[src/ddt_defs.svh]
// Constants for the device-side command timing block.
// Assumes a single 20 MHz command clock shared with the controller logic.
// Operation
// - DLL-off read strobe window at latency sum minus one
// - Auto precharge held until row active time
// - Recovery starts write latency plus four; fixed chop two
// - Device accepts rounded-up cycle counts despite jitter
`ifndef DDT_DEFS_SVH
`define DDT_DEFS_SVH

`define DDT_CLK_PERIOD_PS   50000
`define DDT_STROBE_LESS     7'h01
`define DDT_WR_START_FULL   7'h04
`define DDT_WR_START_CHOP   7'h02
`define DDT_SYNC_W          23
`define DDT_POS_CMD         20
`define DDT_POS_BANK        17
`define DDT_POS_RD_LAT      12
`define DDT_POS_ADD_LAT     7
`define DDT_POS_WR_LAT      2
`define DDT_POS_DLL         1
`define DDT_POS_CHOP        0
`define DDT_SCHED_W         64
`define DDT_AGE_SAT         7'h7F

`endif

[src/ddt_pkg.sv]
// Types shared by the command timing block.
// Assumes commands arrive already decoded to a 3-bit code.
package ddt_pkg;

  typedef enum logic [2:0] {
    DDT_CMD_NOP  = 3'h0,
    DDT_CMD_ACT  = 3'h1,
    DDT_CMD_RD   = 3'h2,
    DDT_CMD_RD_AP = 3'h3,
    DDT_CMD_WR   = 3'h4,
    DDT_CMD_WRAP = 3'h5,
    DDT_CMD_PRE  = 3'h6,
    DDT_CMD_REF  = 3'h7
  } ddt_cmd_t;

  // Whole cycles covering a time, rounded up, never below one
  function automatic int ddt_ceil_div(input int num, input int den);
    int q;
    q = (num + den - 1) / den;
    return (q < 1) ? 1 : q;
  endfunction

endpackage

[src/ddt_cmd_timing.sv]
// Device-side command timing: DLL-off read strobe window, auto precharge
// hold-off and write recovery start. Assumes commands and mode settings
// arrive on pins from the controller and are synchronised here.
`timescale 1ns/100ps
`default_nettype none
`include "ddt_defs.svh"

module ddt_cmd_timing
  import ddt_pkg::*;
#(
  parameter int ROW_ACTIVE_MIN_PS = 35000  // Least row active time
) (
  input  wire logic       i_clk,              // Command clock
  input  wire logic       i_rst_b,            // Async reset, active low
  input  wire logic [2:0] i_cmd,              // Decoded command code
  input  wire logic [2:0] i_bank,             // Target bank
  input  wire logic [4:0] i_read_latency,     // Read latency, cycles
  input  wire logic [4:0] i_additive_latency, // Additive latency, cycles
  input  wire logic [4:0] i_write_latency,    // Write latency, cycles
  input  wire logic       i_dll_off,          // DLL disabled mode
  input  wire logic       i_chop_fixed,       // Chop four fixed by mode set
  output logic            o_strobe_window,    // DLL-off strobe window start
  output logic            o_wr_recovery_start,// Write recovery start edge
  output logic            o_precharge,        // Internal precharge pulse
  output logic [2:0]      o_precharge_bank    // Bank of internal precharge
);

  // Row active minimum rounded up; jitter never shortens it further
  localparam int RAS_CYC = ddt_ceil_div(ROW_ACTIVE_MIN_PS, `DDT_CLK_PERIOD_PS);
  localparam logic [7:0] RAS_CNT = 8'(RAS_CYC);
  // Checks see the age one edge late, so readiness shows one edge after
  localparam int         RAS_WAIT = RAS_CYC + 1;

  logic [`DDT_SYNC_W-1:0] sync_a;
  logic [`DDT_SYNC_W-1:0] sync_b;
  ddt_cmd_t               cmd;
  logic [2:0]             bank;
  logic [4:0]             rd_lat;
  logic [4:0]             add_lat;
  logic [4:0]             wr_lat;
  logic                   dll_off;
  logic                   chop_fixed;
  logic [`DDT_SCHED_W-1:0] rd_sched;
  logic [`DDT_SCHED_W-1:0] wr_sched;
  logic [6:0]             rd_dly;
  logic [6:0]             wr_dly;
  logic [7:0]             row_age [8];
  logic [7:0]             ap_pend;
  logic                   next_pre;
  logic [2:0]             next_pre_bank;
  logic                   is_read;
  logic                   is_write;
  logic                   is_ap;

  // Pins come from outside the clock domain: two flops before any use
  always_ff @(posedge i_clk or negedge i_rst_b) begin
    if (!i_rst_b) begin
      sync_a <= '0;
      sync_b <= '0;
    end else begin
      sync_a <= {i_cmd, i_bank, i_read_latency, i_additive_latency,
                 i_write_latency, i_dll_off, i_chop_fixed};
      sync_b <= sync_a;
    end
  end

  // Field positions follow the order of the concatenation above
  assign cmd        = ddt_cmd_t'(sync_b[`DDT_POS_CMD +: 3]);
  assign bank       = sync_b[`DDT_POS_BANK +: 3];
  assign rd_lat     = sync_b[`DDT_POS_RD_LAT +: 5];
  assign add_lat    = sync_b[`DDT_POS_ADD_LAT +: 5];
  assign wr_lat     = sync_b[`DDT_POS_WR_LAT +: 5];
  assign dll_off    = sync_b[`DDT_POS_DLL];
  assign chop_fixed = sync_b[`DDT_POS_CHOP];
  assign is_read    = (cmd == DDT_CMD_RD) || (cmd == DDT_CMD_RD_AP);
  assign is_write   = (cmd == DDT_CMD_WR) || (cmd == DDT_CMD_WRAP);
  assign is_ap      = (cmd == DDT_CMD_RD_AP) || (cmd == DDT_CMD_WRAP);

  // Delays counted from the edge that registers the command
  assign rd_dly = 7'(rd_lat) + 7'(add_lat) - `DDT_STROBE_LESS;
  assign wr_dly = 7'(wr_lat) + (chop_fixed ? `DDT_WR_START_CHOP : `DDT_WR_START_FULL);

  // Read schedule: a shift line lets overlapping reads each get a slot
  always_ff @(posedge i_clk or negedge i_rst_b) begin
    if (!i_rst_b) begin
      rd_sched        <= '0;
      o_strobe_window <= 1'b0;
    end else begin
      o_strobe_window <= rd_sched[0];
      rd_sched        <= rd_sched >> 1;
      if (is_read && dll_off && rd_dly != 7'h00) begin
        rd_sched[6'(rd_dly - 7'h01)] <= 1'b1;
      end
    end
  end

  // Write recovery start edge, one slot per write
  always_ff @(posedge i_clk or negedge i_rst_b) begin
    if (!i_rst_b) begin
      wr_sched            <= '0;
      o_wr_recovery_start <= 1'b0;
    end else begin
      o_wr_recovery_start <= wr_sched[0];
      wr_sched            <= wr_sched >> 1;
      if (is_write) begin
        wr_sched[6'(wr_dly - 7'h01)] <= 1'b1;
      end
    end
  end

  // Row age per bank, saturating so a long-open row stays eligible
  always_ff @(posedge i_clk or negedge i_rst_b) begin
    if (!i_rst_b) begin
      for (int b = 0; b < 8; b++) row_age[b] <= '0;
    end else begin
      for (int b = 0; b < 8; b++) begin
        if (cmd == DDT_CMD_ACT && bank == 3'(b)) begin
          row_age[b] <= '0;
        end else if (row_age[b] < RAS_CNT) begin
          row_age[b] <= row_age[b] + 8'h01;
        end
      end
    end
  end

  // Lowest ready bank wins; one internal precharge per cycle
  always_comb begin
    next_pre      = 1'b0;
    next_pre_bank = 3'h0;
    for (int b = 7; b >= 0; b--) begin
      if (ap_pend[b] && row_age[b] >= RAS_CNT) begin
        next_pre      = 1'b1;
        next_pre_bank = 3'(b);
      end
    end
  end

  // Pending auto precharge: a new request outranks the issue clear
  always_ff @(posedge i_clk or negedge i_rst_b) begin
    if (!i_rst_b) begin
      ap_pend          <= '0;
      o_precharge      <= 1'b0;
      o_precharge_bank <= 3'h0;
    end else begin
      o_precharge      <= next_pre;
      o_precharge_bank <= next_pre_bank;
      for (int b = 0; b < 8; b++) begin
        if (is_ap && bank == 3'(b)) begin
          ap_pend[b] <= 1'b1;
        end else if (next_pre && next_pre_bank == 3'(b)) begin
          ap_pend[b] <= 1'b0;
        end
      end
    end
  end

  // Helper ages for the checks below; a newer command restarts them, so
  // overlapping commands only have their last one checked here
  logic [6:0] rd_age;
  logic [6:0] rd_seen;
  logic [6:0] wr_age;
  logic [6:0] wr_seen;
  logic [7:0] sel_age;

  assign sel_age = row_age[next_pre_bank];

  always_ff @(posedge i_clk or negedge i_rst_b) begin
    if (!i_rst_b) begin
      rd_age  <= `DDT_AGE_SAT;
      rd_seen <= '0;
      wr_age  <= `DDT_AGE_SAT;
      wr_seen <= '0;
    end else begin
      rd_age <= (rd_age == `DDT_AGE_SAT) ? rd_age : rd_age + 7'h01;
      wr_age <= (wr_age == `DDT_AGE_SAT) ? wr_age : wr_age + 7'h01;
      if (is_read && dll_off) begin
        rd_age  <= '0;
        rd_seen <= rd_dly;
      end
      if (is_write) begin
        wr_age  <= '0;
        wr_seen <= wr_dly;
      end
    end
  end
endmodule

`default_nettype wire

[config.mk]
export PLATFORM = sky130hd
export DESIGN_NAME = ddt_cmd_timing
export DESIGN_NICKNAME = d
export VERILOG_FILES = /design/src/ddt_pkg.sv /design/src/ddt_cmd_timing.sv
export VERILOG_INCLUDE_DIRS = /design/src
export SDC_FILE = /design/constraint.sdc
export NUM_CORES = 1
export LEC_CHECK = 0
export BUFFER_PORTS_ARGS = -buffer_cell sky130_fd_sc_hd__buf_4
export CORE_UTILIZATION = 56
export CTS_CLUSTER_SIZE = 14
export DETAILED_ROUTE_END_ITERATION = 12
export HOLD_SLACK_MARGIN = 0.1
export PLACE_DENSITY = 0.84
export SLEW_MARGIN = 40
export SYNTH_ARGS = -nofsm -noshare
export SYNTH_HDL_FRONTEND = slang
export SYNTH_SLANG_ARGS = --single-unit
[constraint.sdc]
create_clock -name i_clk -period 3.1 [get_ports i_clk]
set_clock_uncertainty 0.1 [all_clocks]
set_input_delay 0.62 -clock i_clk [delete_from_list [all_inputs] [get_ports i_clk]]
set_output_delay 0.62 -clock i_clk [all_outputs]
set_load 0.005 [all_outputs]
==> impl_metrics.tcl <==
set metrics [dict create \
    dieWidth_um 136 \
    finalHoldViolations 0 \
    internal_power_w 0.00656 \
    outcome "complete, no violations" \
    synthFlopType "dfrtp_1" \
    yosys_warnings 0 \
    finalMaxSlewViolations 0 \
    endpoint_kind "flip-flop" \
    syn_area_sq_um 10000 \
    fmax_ghz 0.333 \
    drive_gt1_share_pct 14.0 \
    cp-start-kind "flip-flop" \
    synth-compound-area-share_pct 15.3 \
    cts_tree "yes" \
    cp.arrival_ps 3330 \
    clk_pin_slew_ps 60 \
    slowest_delay_ps 520 \
    boundaryPins 31 \
    yosysSeqAreaShare_pct 63.0 \
    cap_violations 0 \
    ys_ff_latch 252 \
    antenna_found_initial 0 \
    initial_core_util_pct 57.7 \
    power_switching_w 0.00270 \
    first_pass_iters 6 \
    hold_path.class "input port to flip-flop" \
    clockBufferDepth 3 \
    core-area_sq_um 17400 \
    period_needed_ps 3000 \
    clock_latency_ps 510 \
    tightest_slew_ps 651 \
    netSwitchingFraction_pct 29.1 \
    cts_made_buffers 25 \
    p_leak_nw 5.95 \
    ys_async_sr_fraction_pct 100 \
    fillers 1163 \
    cts_root_buf "clkbuf_16" \
    synth_xor_area_share_pct 1.99 \
    critPathBufInv 3 \
    drc 0 \
    synth_cell_types 65 \
    place_area_sq_um 10700 \
    fin_ws_ps 97.3 \
    muxShareOfSynthArea_pct 0.600 \
    dp.cells 1059 \
    synth_edf_count 0 \
    p_seq_share_pct 46.1 \
    synth_largest_area_cell "dfrtp_1" \
    p_clk_share_pct 30.9 \
    cp.required_ps 3430 \
    dpl.hpwl_um 12100 \
    comb_power_share_pct 23.0 \
    path_cells "inv_1 -> ha_1 -> inv_1 -> ha_1 -> fa_2 -> xor2_2 -> or4_4 -> a22oi_2 -> o211ai_1 -> buf_4 -> o21bai_1" \
    netlist_instances 791 \
    crit_fanout 8 \
    dp_slack_ps -7.14 \
    finalSetupViolCount 0 \
    final.period_utilization_pct 96.9 \
    synth-simple-area-share_pct 11.0 \
    grt_use_total_pct 22.4 \
    synth.area.top_cells "dfrtp_1 (63%), o21bai_1 (5.9%), ha_1 (5.1%)" \
    grt_max_degree 61 \
    post-route-util_pct 67.3 \
    gr-total-overflow 0 \
    stdcell_area_sq_um 11700 \
    synthToLayoutAreaGrowth_pct 16.7 \
    critPathTopFamily "adder cells" \
    numPortBuffers 30 \
    antenna_cells 0 \
    finalNetCount 944 \
    viasPerCell 5.54 \
    ir_drop_mv 0.564 \
    placementRows 48 \
    instances_no_fill 1117 \
    synth_top_family_by_area "compound AO/OA/AOI/OAI gates" \
    route.vias.total 6187 \
    wl_um 18700 \
    syn_nets 859 \
    clock-sinks 252 \
    die_h_um 136 \
    grt_pass1_wl_um 32500 \
    p_per_area_nw_per_um2 792 \
    cp_slowest_cell "or4_4" \
    wl_per_cell_um 16.8 \
    grt_pass1_vias 6601 \
    synthAdderAreaFrac_pct 5.52 \
    syn_area_per_cell_sq_um 12.7 \
    synth_top_area_share_pct 63.0 \
    drtIter0Drc 403 \
    dieArea_sq_um 18400 \
    relSlewSlack_pct 56.2 \
    htreeDepth 1 \
    gp_congestion 0.835 \
    ant_nets 0 \
    worst-setup-path-type "flip-flop to flip-flop" \
]
-- state kept, by name, indices dropped and copies added (netlist names) --
register,count
o_precharge_bank,3
wr_sched,64
sync_b,23
row_age,64
rd_sched,64
o_wr_recovery_start,1
o_precharge,1
sync_a,23
o_strobe_window,1
ap_pend,8
-- what timing repair did --
| action | CTS | global route |
|---|---|---|
| buffers inserted | 2 | 0 |
| pin swaps | 2 | 1 |
| hold buffers | 12 | 1 |
| setup endpoints to repair | 16 | 86 |
| gates resized for setup | 0 | 11 |
| endpoints found under the hold margin | 67 | 1 |
-- placed cells by master, fill, tap and decap left out, drive strengths merged, types with 3 or more instances in the layout --
cell and n:
o21bai 79, o41ai 3, ha 41, o22ai 6, and2 33, a211oi 3, a211o 3, a41o 3
nor3 17, clkbuf 34, o211ai 6, inv 61, mux2i 6, nor2b 16, a21oi 15, clkinv 8
nand2 20, nor4 14, xnor2 16, buf 55, dfrtp 252, nand4 5, nand3b 3, or4 8
dlygate4sd3 13, nand3 13, xor2 5, a21o 50, o21ai 16, nand2b 8, nor2 46, or4b 4
-- synth_stat cells, types with 3 or more instances --
| cell type | number |
|---|---|
| or4_1 | 7 |
| a211o_1 | 3 |
| nor3_2 | 3 |
| o21bai_1 | 79 |
| nor3_1 | 14 |
| o21ai_1 | 13 |
| a21oi_1 | 15 |
| mux2i_1 | 6 |
| nand4_1 | 4 |
| buf_2 | 4 |
| dfrtp_1 | 252 |
| nand2_1 | 20 |
| a41o_1 | 3 |
| nor2_1 | 46 |
| o211ai_1 | 5 |
| a21o_1 | 50 |
| nand3_1 | 13 |
| inv_1 | 60 |
| o21ai_0 | 3 |
| xnor2_1 | 15 |
| clkbuf_1 | 5 |
| xor2_1 | 4 |
| o22ai_1 | 6 |
| or4b_1 | 3 |
| nor4_1 | 13 |
| nand2b_1 | 8 |
| and2_1 | 32 |
| ha_1 | 41 |
| nor2b_1 | 16 |
| nand3b_1 | 3 |
-- final timing paths --
kind	start	cells past startpoint	endpoint	slack, ps
max reg2reg	sync_b[8]	11	rd_sched[48]	100
max in group asynchronous	i_rst_b	3	sync_a[5]	1600
min	i_read_latency[0]	1	sync_a[12]	120
min in group asynchronous	i_rst_b	2	sync_b[9]	540
min reg2reg	sync_a[13]	0	sync_b[13]	240
max	sync_b[8]	11	rd_sched[48]	100
-- layer usage --
metal | global-route usage, % | wire length (um) | up-vias
met1 | 30.4 | 8310 | 3114
met4 | 5.68 | 419 | 0
met5 | 0 | 0 | -
met2 | 37.5 | 9190 | 124
li1 | - | - | 2912
met3 | 3.97 | 818 | 37
-- final cells by class --
cell class	count	area [sq um]	share of cell area (%)
Clock buffer	34	709	6.07
Clock inverter	9	73.8	0.632
Inverter	61	229	1.96
Multi-Input combinational cell	468	3500	29.9
Sequential cell	252	6310	54.0
Tap cell	225	282	2.41
Timing Repair Buffer	68	588	5.03
-- cell families after synthesis --
logic type      Yosys count
fa+ha+maj                43
flops                   252
simple gates            196
compound gates          202
mux                       6
xor+xnor                 21
buf+inv                  71
-- power groups by stage --
stage,registers (W),logic [W],clock network (W)
after floorplan,0.00420,0.00152,0
after detailed placement,0.00431,0.00205,0
after global placement,0.00428,0.00193,0
after global routing,0.00433,0.00242,0.00305
after CTS,0.00427,0.00211,0.00292
final,0.00426,0.00213,0.00287
-- metrics by stage --
step	setup TNS, ps	power, W	hold slack (ps)
finish	0	0.00926	118
global route	-37.7	0.00981	101
CTS	-129	0.00930	101
detailed placement	-9.80	0.00636	235
global placement	0	0.00622	233
floorplan	0	0.00573	224
(Power assumes the default switching activity.)
